===== src/common/host_port_pkg.sv =====
// constants, register map and types for the host port shutdown block
// Overview of operation
// RL1: shutdown floats all always-covered host pins
// RL2: optional pins float only when function selected
// RL3: smi pin floats only if enabled
// RL4: power event pin floats only if enabled
// RL5: fast gate a20 pin floats only if enabled
// RL6: shutdown request input stays live in shutdown
// RL7: uncovered pins, lpc reset, keep working
// RL8: shutdown initialises state machine and bits
// RL9: priority: sys, lpc hw, soft, hw sd, sw sd
// RL10: system reset initialises every bit, channel enables
// RL11: lpc reset clears soft reset, both shutdown bits
// RL12: soft reset clears both shutdown bits
// RL13: hardware shutdown clears software shutdown bit
// RL14: interrupt requests sent on serial irq line
// RL15: count lclk from every start frame
// RL16: drive request only in its own slot
// RL17: frame ends recovery high, then turnaround released
// RL18: recovery driven by previous state's driver
package host_port_pkg;

	// register byte addresses
	localparam logic [7:0] ADDR_CTRL = 8'h00;
	localparam logic [7:0] ADDR_STATUS = 8'h04;
	localparam logic [7:0] ADDR_EVENT = 8'h08;
	localparam logic [7:0] ADDR_MASK = 8'h0c;
	localparam logic [7:0] ADDR_SERIRQ = 8'h10;

	// control register fields
	localparam int CTRL_W = 9;
	localparam int CTRL_SOFT_RESET = 0;
	localparam int CTRL_HW_SD_EN = 1;
	localparam int CTRL_SW_SD = 2;
	localparam int CTRL_SMI_EN = 3;
	localparam int CTRL_PME_EN = 4;
	localparam int CTRL_GA20_EN = 5;
	localparam int CTRL_CH1_EN = 6;
	localparam int CTRL_CH2_EN = 7;
	localparam int CTRL_CH3_EN = 8;
	localparam logic [8:0] CTRL_RESET = 9'h000;

	// status register fields
	localparam int STAT_SHUTDOWN = 0;
	localparam int STAT_HW_SD = 1;
	localparam int STAT_LRESET = 2;
	localparam int STAT_SOFT_RST = 3;
	localparam int STAT_BUSY = 4;

	// event bits, same layout in mask register
	localparam int EVENT_W = 4;
	localparam int EV_SHUTDOWN = 0;
	localparam int EV_LRESET = 1;
	localparam int EV_SENT = 2;
	localparam int EV_START = 3;
	localparam logic [3:0] EVENT_RESET = 4'h0;

	// synchronised pin vector positions
	localparam int SYNC_W = 12;
	localparam int S_LAD = 0;
	localparam int S_LFRAME = 4;
	localparam int S_LRESET = 5;
	localparam int S_LCLK = 6;
	localparam int S_SERIRQ = 7;
	localparam int S_CLKRUN = 8;
	localparam int S_LPCPD = 9;
	localparam int S_STANDBY_PIN = 10;
	localparam int S_RES = 11;
	localparam logic [11:0] SYNC_IDLE = 12'hfff;

	// serial irq framing
	localparam int SLOTS = 16;
	localparam logic [4:0] LAST_FRAME = 5'h10;
	localparam logic [3:0] START_MIN_CLKS = 4'h4;
	localparam logic [15:0] PEND_RESET = 16'h0000;

	typedef enum logic [2:0] {
		SQ_IDLE = 3'b000,
		SQ_START = 3'b001,
		SQ_START_TAR = 3'b010,
		SQ_SAMPLE = 3'b011,
		SQ_RECOVER = 3'b100,
		SQ_TAR = 3'b101,
		SQ_STOP = 3'b110,
		SQ_STOP_END = 3'b111
	} serirq_state_t;

endpackage


===== src/logic/serirq_engine.sv =====
// serialized interrupt frame tracker and slot driver
`timescale 1ns/1ns
`default_nettype none
module serirq_engine (
	input wire logic hclk,
	input wire logic hresetn,
	input wire logic init,
	input wire logic lclk_rise,
	input wire logic line_i,
	input wire logic [15:0] pending,
	output logic line_o,
	output logic line_oe,
	output logic [15:0] sent,
	output logic start_seen,
	output logic busy
);
	import host_port_pkg::*;

	// whole engine state
	typedef struct packed {
		serirq_state_t st;
		logic [3:0] cnt; // start frame low clocks
		logic [4:0] slot; // current data frame
		logic drove; // we drove the sample phase
		logic o;
		logic oe;
		logic [15:0] sent;
		logic start;
	} eng_t;

	eng_t q, d;

	// frame walk, advanced on each lclk rising edge
	always_comb begin
		d = q;
		d.sent = '0;
		d.start = 1'b0;
		if (init) begin
			d = '0; // RL8
		end else if (lclk_rise) begin
			case (q.st)
				SQ_IDLE: begin
					if (!line_i) begin // RL15
						d.st = SQ_START;
						d.cnt = 4'h1;
					end
				end
				SQ_START: begin
					if (!line_i) begin
						if (q.cnt != 4'hf)
							d.cnt = q.cnt + 4'h1;
					end else if (q.cnt >= START_MIN_CLKS) begin
						// this high clock is the host's recovery
						d.st = SQ_START_TAR;
						d.cnt = 4'h0; // reused to pass the turnaround
						d.start = 1'b1;
					end else begin
						d.st = SQ_IDLE; // too short, a glitch
					end
				end
				SQ_START_TAR: begin
					// first rise opens the turnaround, nobody drives
					if (q.cnt == 4'h0) begin // RL17
						d.cnt = 4'h1;
					end else begin
						d.st = SQ_SAMPLE;
						d.slot = 5'h00;
						if (pending[0]) begin // RL16
							d.o = 1'b0;
							d.oe = 1'b1;
							d.drove = 1'b1;
							d.sent[0] = 1'b1;
						end
					end
				end
				SQ_SAMPLE: begin
					d.st = SQ_RECOVER;
					if (q.drove) begin
						d.o = 1'b1; // RL17
						d.oe = 1'b1; // RL18
					end
				end
				SQ_RECOVER: begin
					d.st = SQ_TAR;
					d.oe = 1'b0; // RL17
					d.drove = 1'b0;
				end
				SQ_TAR: begin
					if (q.slot == LAST_FRAME) begin
						d.st = SQ_STOP;
					end else begin
						d.st = SQ_SAMPLE;
						d.slot = q.slot + 5'h01;
						// slot 16 is never ours
						if (q.slot[3:0] != 4'hf &&
								pending[q.slot[3:0] + 4'h1]) begin // RL16
							d.o = 1'b0;
							d.oe = 1'b1;
							d.drove = 1'b1;
							d.sent[q.slot[3:0] + 4'h1] = 1'b1; // RL14
						end
					end
				end
				SQ_STOP: begin
					if (!line_i)
						d.st = SQ_STOP_END;
				end
				SQ_STOP_END: begin
					if (line_i)
						d.st = SQ_IDLE;
				end
				default: begin
					d = '0;
				end
			endcase
		end
	end

	// state register
	always_ff @(posedge hclk or negedge hresetn) begin
		if (!hresetn)
			q <= '0;
		else
			q <= d;
	end

	assign line_o = q.o;
	assign line_oe = q.oe;
	assign sent = q.sent;
	assign start_seen = q.start;
	assign busy = (q.st != SQ_IDLE);
endmodule
`default_nettype wire


===== src/logic/host_port_shutdown.sv =====
// host port shutdown, reset priority and register slave
`timescale 1ns/1ns
`default_nettype none
module host_port_shutdown (
	input wire logic hclk,
	input wire logic hresetn,
	// ahb-lite slave
	input wire logic hsel,
	input wire logic [31:0] haddr,
	input wire logic [1:0] htrans,
	input wire logic hwrite,
	input wire logic [2:0] hsize,
	input wire logic [31:0] hwdata,
	input wire logic hready,
	output logic hreadyout,
	output logic hresp,
	output logic [31:0] hrdata,
	output logic irq,
	// system reset sources
	input wire logic standby_pin_n,
	input wire logic system_reset_pin_n,
	input wire logic watchdog_channel_zero,
	// host pins
	input wire logic [3:0] lad_i,
	output logic [3:0] lad_o,
	output logic lad_oe,
	input wire logic lframe_n_i,
	input wire logic lreset_n_i,
	input wire logic lclk_i,
	input wire logic serirq_i,
	output logic serirq_o,
	output logic serirq_oe,
	input wire logic clkrun_n_i,
	input wire logic lpcpd_n_i,
	output logic smi_o,
	output logic smi_oe,
	output logic pme_o,
	output logic pme_oe,
	output logic ga20_o,
	output logic ga20_oe,
	// internal interface core side
	input wire logic [3:0] core_lad_o,
	input wire logic core_lad_oe,
	output logic [3:0] core_lad_i,
	output logic core_lframe_n,
	output logic core_clkrun_n,
	input wire logic core_smi_n,
	input wire logic core_pme_n,
	input wire logic core_ga20,
	output logic core_init,
	output logic shutdown,
	output logic [2:0] channel_enable
);
	import host_port_pkg::*;

	// register offset decode, shared by read and write paths
	function automatic logic [2:0] reg_index(input logic [7:0] a);
		case (a)
			ADDR_CTRL: reg_index = 3'h1;
			ADDR_STATUS: reg_index = 3'h2;
			ADDR_EVENT: reg_index = 3'h3;
			ADDR_MASK: reg_index = 3'h4;
			ADDR_SERIRQ: reg_index = 3'h5;
			default: reg_index = 3'h0;
		endcase
	endfunction

	// all block state in one place
	typedef struct packed {
		logic [11:0] sync_m; // first stage, read only by sync_s
		logic [11:0] sync_s; // second stage, used by logic
		logic lclk_prev; // for edge finding
		logic lreset_prev;
		logic sd_prev;
		logic [8:0] ctrl;
		logic [3:0] event_st;
		logic [3:0] mask;
		logic [15:0] pend;
		logic wr_pend; // data phase of a write
		logic [7:0] wr_addr;
		logic [31:0] rdata;
		logic [3:0] lad_o;
		logic lad_oe;
		logic smi_o;
		logic smi_oe;
		logic pme_o;
		logic pme_oe;
		logic ga20_o;
		logic ga20_oe;
		logic [3:0] lad_in;
		logic lframe_in;
		logic clkrun_in;
		logic init;
		logic sd;
		logic irq;
	} blk_t;

	localparam blk_t BLK_RESET = '{
		sync_m: SYNC_IDLE,
		sync_s: SYNC_IDLE,
		lclk_prev: 1'b1,
		lreset_prev: 1'b1,
		sd_prev: 1'b0,
		ctrl: CTRL_RESET,
		event_st: EVENT_RESET,
		mask: EVENT_RESET,
		pend: PEND_RESET,
		wr_pend: 1'b0,
		wr_addr: 8'h00,
		rdata: 32'h0000_0000,
		lad_o: 4'hf,
		lad_oe: 1'b0,
		smi_o: 1'b1,
		smi_oe: 1'b0,
		pme_o: 1'b1,
		pme_oe: 1'b0,
		ga20_o: 1'b1,
		ga20_oe: 1'b0,
		lad_in: 4'hf,
		lframe_in: 1'b1,
		clkrun_in: 1'b1,
		init: 1'b1,
		sd: 1'b0,
		irq: 1'b0
	};

	blk_t q, d;

	// serial irq engine hookup
	logic eng_o;
	logic eng_oe;
	logic [15:0] eng_sent;
	logic eng_start;
	logic eng_busy;
	logic lclk_rise;

	// engine sees lclk only outside shutdown, inputs float there
	assign lclk_rise = q.sync_s[S_LCLK] & ~q.lclk_prev & ~q.sd;

	serirq_engine u_serirq (
		.hclk(hclk),
		.hresetn(hresetn),
		.init(q.init),
		.lclk_rise(lclk_rise),
		.line_i(q.sync_s[S_SERIRQ] | q.sd),
		.pending(q.pend),
		.line_o(eng_o),
		.line_oe(eng_oe),
		.sent(eng_sent),
		.start_seen(eng_start),
		.busy(eng_busy)
	);

	// next-state logic for the whole block
	always_comb begin
		logic sys_rst;
		logic lrst;
		logic soft_rst;
		logic hw_sd;
		logic sw_sd;
		logic sd_now;
		logic [3:0] ev_set;
		logic [2:0] ridx;
		logic [31:0] rd;
		sys_rst = 1'b0;
		lrst = 1'b0;
		soft_rst = 1'b0;
		hw_sd = 1'b0;
		sw_sd = 1'b0;
		sd_now = 1'b0;
		ev_set = 4'h0;
		ridx = 3'h0;
		rd = 32'h0000_0000;
		d = q;

		// pin synchronisers, two flops before any use
		d.sync_m = {system_reset_pin_n, standby_pin_n, lpcpd_n_i,
			clkrun_n_i, serirq_i, lclk_i, lreset_n_i, lframe_n_i, lad_i};
		d.sync_s = q.sync_m;
		d.lclk_prev = q.sync_s[S_LCLK];

		// reset and shutdown sources
		sys_rst = ~q.sync_s[S_STANDBY_PIN] | ~q.sync_s[S_RES] |
			watchdog_channel_zero;
		lrst = ~q.sync_s[S_LRESET]; // RL7
		soft_rst = q.ctrl[CTRL_SOFT_RESET];
		// request input stays live so shutdown can be left
		hw_sd = q.ctrl[CTRL_HW_SD_EN] & ~q.sync_s[S_LPCPD]; // RL6
		sw_sd = q.ctrl[CTRL_SW_SD];

		// software write in the data phase
		if (q.wr_pend) begin
			case (reg_index(q.wr_addr))
				3'h1: d.ctrl = hwdata[CTRL_W-1:0];
				3'h3: d.event_st = q.event_st & ~hwdata[EVENT_W-1:0];
				3'h4: d.mask = hwdata[EVENT_W-1:0];
				3'h5: d.pend = q.pend | hwdata[SLOTS-1:0];
				default: begin
				end
			endcase
		end

		// sent slots leave pending, a new write in the same cycle wins
		if (q.wr_pend && reg_index(q.wr_addr) == 3'h5)
			d.pend = (q.pend & ~eng_sent) | hwdata[SLOTS-1:0];
		else
			d.pend = d.pend & ~eng_sent;

		// priority chain, highest source applied first
		if (sys_rst) begin // RL9
			d.ctrl = CTRL_RESET; // RL10
			d.mask = EVENT_RESET; // RL10
			d.event_st = EVENT_RESET; // RL10
			d.pend = PEND_RESET; // RL10
		end else if (lrst) begin // RL9
			d.ctrl[CTRL_SOFT_RESET] = 1'b0; // RL11
			d.ctrl[CTRL_HW_SD_EN] = 1'b0; // RL11
			d.ctrl[CTRL_SW_SD] = 1'b0; // RL11
			d.pend = PEND_RESET;
		end else if (soft_rst) begin // RL9
			// soft reset holds until a software write, lpc or system reset clears it
			d.ctrl[CTRL_HW_SD_EN] = 1'b0; // RL12
			d.ctrl[CTRL_SW_SD] = 1'b0; // RL12
			d.pend = PEND_RESET;
		end else if (hw_sd) begin // RL9
			d.ctrl[CTRL_SW_SD] = 1'b0; // RL13
			d.pend = PEND_RESET; // RL8
			sd_now = 1'b1;
		end else if (sw_sd) begin // RL9
			d.pend = PEND_RESET; // RL8
			sd_now = 1'b1;
		end

		d.sd = sd_now;
		d.sd_prev = q.sd;
		// engine and core restart under any reset or shutdown
		d.init = sys_rst | lrst | soft_rst | sd_now; // RL8
		d.lreset_prev = q.sync_s[S_LRESET];

		// events, a set in the clearing cycle wins
		ev_set[EV_SHUTDOWN] = q.sd & ~q.sd_prev;
		ev_set[EV_LRESET] = q.lreset_prev & ~q.sync_s[S_LRESET];
		ev_set[EV_SENT] = |eng_sent;
		ev_set[EV_START] = eng_start;
		if (!sys_rst)
			d.event_st = d.event_st | ev_set;
		d.irq = |(q.event_st & q.mask);

		// pin inputs to the core, lad included, read as idle while shut down
		d.lad_in = q.sd ? 4'hf : q.sync_s[S_LAD+3:S_LAD]; // RL1
		d.lframe_in = q.sd | q.sync_s[S_LFRAME]; // RL1
		d.clkrun_in = q.sd | q.sync_s[S_CLKRUN]; // RL1

		// bidirectional lad floats in shutdown
		d.lad_o = core_lad_o;
		d.lad_oe = core_lad_oe & ~q.sd & ~q.init; // RL1

		// optional pins only owned when their function is selected
		d.smi_o = core_smi_n;
		d.smi_oe = q.ctrl[CTRL_SMI_EN] & ~q.sd; // RL2 RL3
		d.pme_o = core_pme_n;
		d.pme_oe = q.ctrl[CTRL_PME_EN] & ~q.sd; // RL2 RL4
		d.ga20_o = core_ga20;
		d.ga20_oe = q.ctrl[CTRL_GA20_EN] & ~q.sd; // RL2 RL5

		// address phase capture, zero wait states
		d.wr_pend = 1'b0;
		if (hsel && hready && htrans[1]) begin
			d.wr_pend = hwrite;
			d.wr_addr = haddr[7:0];
			if (!hwrite) begin
				ridx = reg_index(haddr[7:0]);
				case (ridx)
					3'h1: rd[CTRL_W-1:0] = q.ctrl;
					3'h2: begin
						rd[STAT_SHUTDOWN] = q.sd;
						rd[STAT_HW_SD] = hw_sd;
						rd[STAT_LRESET] = lrst;
						rd[STAT_SOFT_RST] = soft_rst;
						rd[STAT_BUSY] = eng_busy;
					end
					3'h3: rd[EVENT_W-1:0] = q.event_st;
					3'h4: rd[EVENT_W-1:0] = q.mask;
					3'h5: rd[SLOTS-1:0] = q.pend;
					default: rd = 32'h0000_0000; // unmapped reads zero
				endcase
				d.rdata = rd;
			end
		end
	end

	// single state register for the block
	always_ff @(posedge hclk or negedge hresetn) begin
		if (!hresetn)
			q <= BLK_RESET;
		else
			q <= d;
	end

	// bus answers: never stalls, always okay
	assign hreadyout = 1'b1;
	assign hresp = 1'b0;
	assign hrdata = q.rdata;
	assign irq = q.irq;

	// pin and core side outputs, all from flops
	assign lad_o = q.lad_o;
	assign lad_oe = q.lad_oe;
	assign smi_o = q.smi_o;
	assign smi_oe = q.smi_oe;
	assign pme_o = q.pme_o;
	assign pme_oe = q.pme_oe;
	assign ga20_o = q.ga20_o;
	assign ga20_oe = q.ga20_oe;
	// engine is held in init during shutdown, so it floats too
	assign serirq_o = eng_o; // RL14
	assign serirq_oe = eng_oe; // RL1
	assign core_lad_i = q.lad_in;
	assign core_lframe_n = q.lframe_in;
	assign core_clkrun_n = q.clkrun_in;
	assign core_init = q.init;
	assign shutdown = q.sd;
	assign channel_enable = q.ctrl[CTRL_CH3_EN:CTRL_CH1_EN];
endmodule
`default_nettype wire


===== config.mk =====
export PLATFORM = sky130hd
export DESIGN_NAME = host_port_shutdown
export DESIGN_NICKNAME = d
export VERILOG_FILES = /design/src/common/host_port_pkg.sv /design/src/logic/serirq_engine.sv /design/src/logic/host_port_shutdown.sv
export SDC_FILE = /design/constraint.sdc
export NUM_CORES = 1
export LEC_CHECK = 0
export ABC_AREA = 0
export BUFFER_PORTS_ARGS = -buffer_cell sky130_fd_sc_hd__buf_4
export CORE_MARGIN = 4
export CORE_UTILIZATION = 35
export DETAILED_ROUTE_END_ITERATION = 7
export GPL_TIMING_DRIVEN = 0
export SLEW_MARGIN = 20
export SYNTH_ARGS = -nofsm -noshare
export SYNTH_HDL_FRONTEND = slang
export SYNTH_SLANG_ARGS = --single-unit

===== constraint.sdc =====
create_clock -name hclk -period 4.8 [get_ports hclk]
set_input_delay 0.48 -clock hclk [delete_from_list [all_inputs] [get_ports hclk]]
set_output_delay 0.48 -clock hclk [all_outputs]
set_load 0.02 [all_outputs]

### Word-level counts from Yosys, hierarchy flattened

Index checks and enable logic that the tools add are counted.

* bits in registers: 137
* input port bits: 95
* logic and storage cells: 230

* bitwise operators: 36
* reductions and logical operators: 33
* equal/unequal tests: 46
* add/subtract/negate cells: 3
* magnitude comparators: 3
* multiplexer cells: 72

Operators by type and width (count)
* $mux 16: 8
* $mux 32: 2
* $mux 41: 1
* $mux 33: 1
* $and 16x16->16: 2
* $eq 8x4->1 const B: 4
* $mux 4: 8
* $or 16x16->16: 2
* $mux 3: 10
* $pmux 3 s5: 2
* $eq 3x3->1 const B: 9
* $mux 24: 1
* $pmux 3 s8: 1
* $pmux 4 s5: 1
* $mux 19: 1
* $ne 3x2->1 const B: 6
* $reduce_and 6->1: 3
* $eq 8x3->1 const B: 2
* $eq 8x5->1 const B: 2
* $logic_not 8->1: 2
* $mux 1: 16
* $mux 8: 2
* $not 16->16: 1
* $reduce_or 16->1: 1
* other kinds (45): 105

### Logic depth before layout (Yosys ltp)

* depth after elaboration: 13
* depth in mapped cells: 10
* gate-level depth less buffers: 8

### Cells and area by module

From an unflattened synthesis, not the netlist that was laid out.

* cell total of the unflattened synthesis: 593
* area total of the unflattened synthesis: 6366.1 um2

By module, submodules not included
* host_port_shutdown: seq. area each 2677.6 um2, times used 1, cells each 385, area an instance 4398.0 um2
* serirq_engine: seq. area each 800.8 um2, times used 1, cells each 208, area an instance 1968.1 um2

### Least setup slack after synthesis

Ideal clock, no wire load.

* path kind: register -> register
* start: reg u_serirq.q[20] (netlist name)
* end: reg u_serirq.q[19] (netlist name)
* period minus slack after synthesis: 2233 ps
* arrival: 2146 ps
* required time: 4713 ps
* path slack: 2567 ps
* library setup time: 87 ps
* cell stages (with the launch flop): 9
* path through: dfrtp_1 buf_6 inv_1 ha_1 mux4_2 mux2i_1 o32ai_1 or4b_1 o211ai_1

* cells in the longest elaborated chain, start to end: 6
* elaborated cells on any way between the ends: 9

Ends and longest elaborated chain
* start, declared: RTL line serirq_engine.sv:31 `eng_t q, d;`
* start signal, assigned: RTL line serirq_engine.sv:122 `q <= '0;`
* start signal, assigned: RTL line serirq_engine.sv:124 `q <= d;`
* $add 4x1->4: RTL line serirq_engine.sv:96 `pending[q.slot[3:0] + 4'h1]) begin`
* $bmux 1 s4: RTL line serirq_engine.sv:96
* $mux 1 (not written as such): RTL line serirq_engine.sv:96
* $logic_and 1x1->1: RTL line serirq_engine.sv:95 `if (q.slot[3:0] != 4'hf &&`
* $ne 3x2->1 (no source line)
* $reduce_and 6->1 (no source line) (*)

Every way passes the cells marked *; elsewhere a longest branch is shown, timed or not. The select of a mux whose other input is x is not followed.
A chain may end at the register's enable or synchronous reset.

### Worst setup path in the final report

Same ends and word-level chain as after synthesis.

==> reports/metrics.cfg <==
[outcome]
outcome=completed

[setup_path]
arrival_ns=2.92
cp-start-kind=register
critical_path_class=reg -> reg
path_max_fanout=8
r2r_start=u_serirq.q[20]
critPathCapture=u_serirq.q[19]
worstPathRequired_ns=5.12
end_kind=register
crit_chain=buf_6 -> inv_1 -> ha_1 -> mux4_2 -> mux2i_1 -> o32ai_1 -> or4b_1 -> o211ai_1
r2r_cells=8
max_stage_delay_ns=0.49
rr_endpoint=u_serirq.q[19]
cp-startpoint=u_serirq.q[20]
rrSetupSlack_ns=2.20
crit_slowest_cell=or4b_1

[clocking]
post-cts-setup-buffers=0
cts_buffers=17
clock_path_buffers=2
cts_tree=built
clk_pin_slew_worst_paths_ns=0.06
cts-root-buf=clkbuf_16
htreeDepth=4
postCtsHoldBufs=0
cts_resized=0
cts_sinks=137
worst_skew_pair.late_latency_ns=0.41

[sta]
slew_viol_final=0
min_period_ns=2.60
rsz0062_at_grt=no
tns_ns=0
relSlewSlack=0.448
skew_ns=0.00728
finalHoldViolations=0
whs_ns=0.0527
setup_violations=0
post-route-period-util=0.541
worstMarginPinSlew_ns=0.820
max_freq_ghz=0.385

[synthesis]
synth.top_cell.area_share=0.392
synth_top_flop_cell=dfrtp_1
synth_top_cell_by_area=dfrtp_1
ys_seq_area_frac=0.562
synth_area_leaders=dfrtp_1 39%, dfstp_2 17%, buf_4 5.5%
yosysMostFrequentCell=dfrtp_1
ys_warn_count=0
netlist_instances=588
avgSynthCellArea_um2=10.5
synth_cell_types=60
ys_seq_elements=137
syn_area_um2=6190
postSynth.asyncResetShare=1.00
synth_edf_count=0
synth.top_cells.by_count=97 x dfrtp_1, 71 x nand2_1, 64 x nor2_1, 45 x buf_4, 40 x dfstp_2

[worst_hold_path]
hold_class=in -> async

[placement]
place_congestion=0.894
dp_hpwl_mm=10.5
place_area_um2=7240
portBuffers=90

[die]
initial_utilization=0.358
io_pins=154
die_area_um2=19900
die_y_um=141
fp.dieW_um=141
rows=48
core-area_um2=17300

[global_route]
grt_max_degree=81
grt_pass1_wl_mm=23.4
antenna_found_initial=0
overflow=0
grt_use_total=0.148
first_global_vias=4545

[layout]
synthToLayoutAreaGrowth_pct=26.5
utilization=0.453
n_antenna_cell=0
multi_input_area_um2=2300
final_area_um2=7830
regArea_um2=3480
layout-drive-gt1-share=0.325
nFillCells=1632
nets=816

[route]
ant_nets=0
via_count=4592
wl_mm=14.1
drt-pass1-iter-count=6
vias_per_cell=4.82
dr.first_iter.drc_count=287
drc_errors=0
wl_per_cell_um=14.8

[power]
p_per_area_nw_per_um2=343
ir_drop_uv=220
total_leakage_power_nw=3.53
power_w=0.00269

[flow_run]
drv_cap=0

-- state kept, by name, summed over array words and instances, names as in the netlist, 3 cells and up --
signal / count
u_serirq.sent: 16
lad_o: 4
d: 14
q: 52
u_serirq.q: 13
core_lad_i: 4
channel_enable: 3
hrdata: 16
-- worst max-delay path, delay by kind of cell, from the launching register on --
kind | cells | cell delay, ns
muxes | 2 | 0.64
and+or+nand+nor | 1 | 0.49
DFF | 1 | 0.41
adders and majority gates | 1 | 0.41
AOI/OAI and AO/OA | 2 | 0.30
buffers and inverters | 2 | 0.25
-- per-layer routing --
| layer | wire, um | track usage | share of wire |
|---|---|---|---|
| met2 | 6910 | 0.239 | 0.49 |
| met1 | 6210 | 0.191 | 0.44 |
| met3 | 849 | 0.0417 | 0.060 |
| met4 | 155 | 0.0490 | 0.011 |
| met5 | 0 | 0 | 0 |
-- report_power, final --
part | total [W] | internal [W] | switching, W
Sequential | 0.00123 | 0.00121 | 0.0000239
Clock | 0.00127 | 0.000817 | 0.000451
Combinational | 0.000190 | 0.0000924 | 0.0000977
Total | 0.00269 | 0.00212 | 0.000573
-- how the worst min path moves through the flow --
| stage | startpoint | endpoint | slack (ns) | cells past startpoint |
|---|---|---|---|---|
| finish | hresetn | u_serirq.q[26] | 0.05 | 1 |
| global route | hresetn | u_serirq.q[26] | 0.09 | 1 |
| CTS | hresetn | lad_oe | 0.07 | 1 |
| detailed placement | d[100] | q[100] | 0.35 | 0 |
| global placement | d[98] | q[98] | 0.35 | 0 |
| floorplan | hresetn | channel_enable[0] | 0.18 | 0 |
-- kinds of logic (layout without fill, tap and decap cells) --
| group | after synthesis | in the layout | share of synthesized area |
|---|---|---|---|
| buffers and inverters | 78 | 201 | 0.0766 |
| XOR/XNOR | 4 | 4 | 0.00687 |
| flip-flops | 137 | 137 | 0.562 |
| AO/OA/AOI/OAI | 97 | 97 | 0.0946 |
| other | 2 | 18 | 0.00121 |
| adder cells (fa/ha/maj) | 7 | 7 | 0.0141 |
| multiplexers | 25 | 25 | 0.0509 |
| AND/OR/NAND/NOR | 238 | 238 | 0.194 |
-- cell usage in the layout (no fill, tap or decap), types with 5 or more instances in the layout --
master       n
a21oi_1     37
a221oi_1     5
a22oi_1      5
buf_4      134
clkbuf_1    23
clkbuf_16   17
conb_1      18
dfrtp_1     97
dfstp_2     40
ha_1         7
inv_1        8
mux2_2      11
mux2i_1      9
nand2_1     71
nand2b_1     8
nand3_1     18
nand4_1      5
nor2_1      64
nor2b_1     25
nor3_1       7
nor3b_1      5
nor4_1       6
o21ai_0      7
o21ai_1     20
o31ai_1      5
or2_2        6
-- final cells by class --
cell class,instances,share of cell area
Multi-Input combinational cell,389,0.293
Buffer,69,0.0563
Inverter,9,0.00432
Clock inverter,7,0.0115
Timing Repair Buffer,91,0.0908
Clock buffer,25,0.0633
Sequential cell,137,0.444
Tap cell,225,0.0360
-- through the flow --
stage | setup WS (ns) | std cells
2_1_floorplan | 2.57 | 604
3_3_place_gp | 2.25 | 919
3_5_place_dp | 2.24 | 920
4_1_cts | 2.21 | 952
5_1_grt | 2.04 | 952
6_report | 2.20 | 952
No activity file was read; power rests on OpenSTA's default activity.
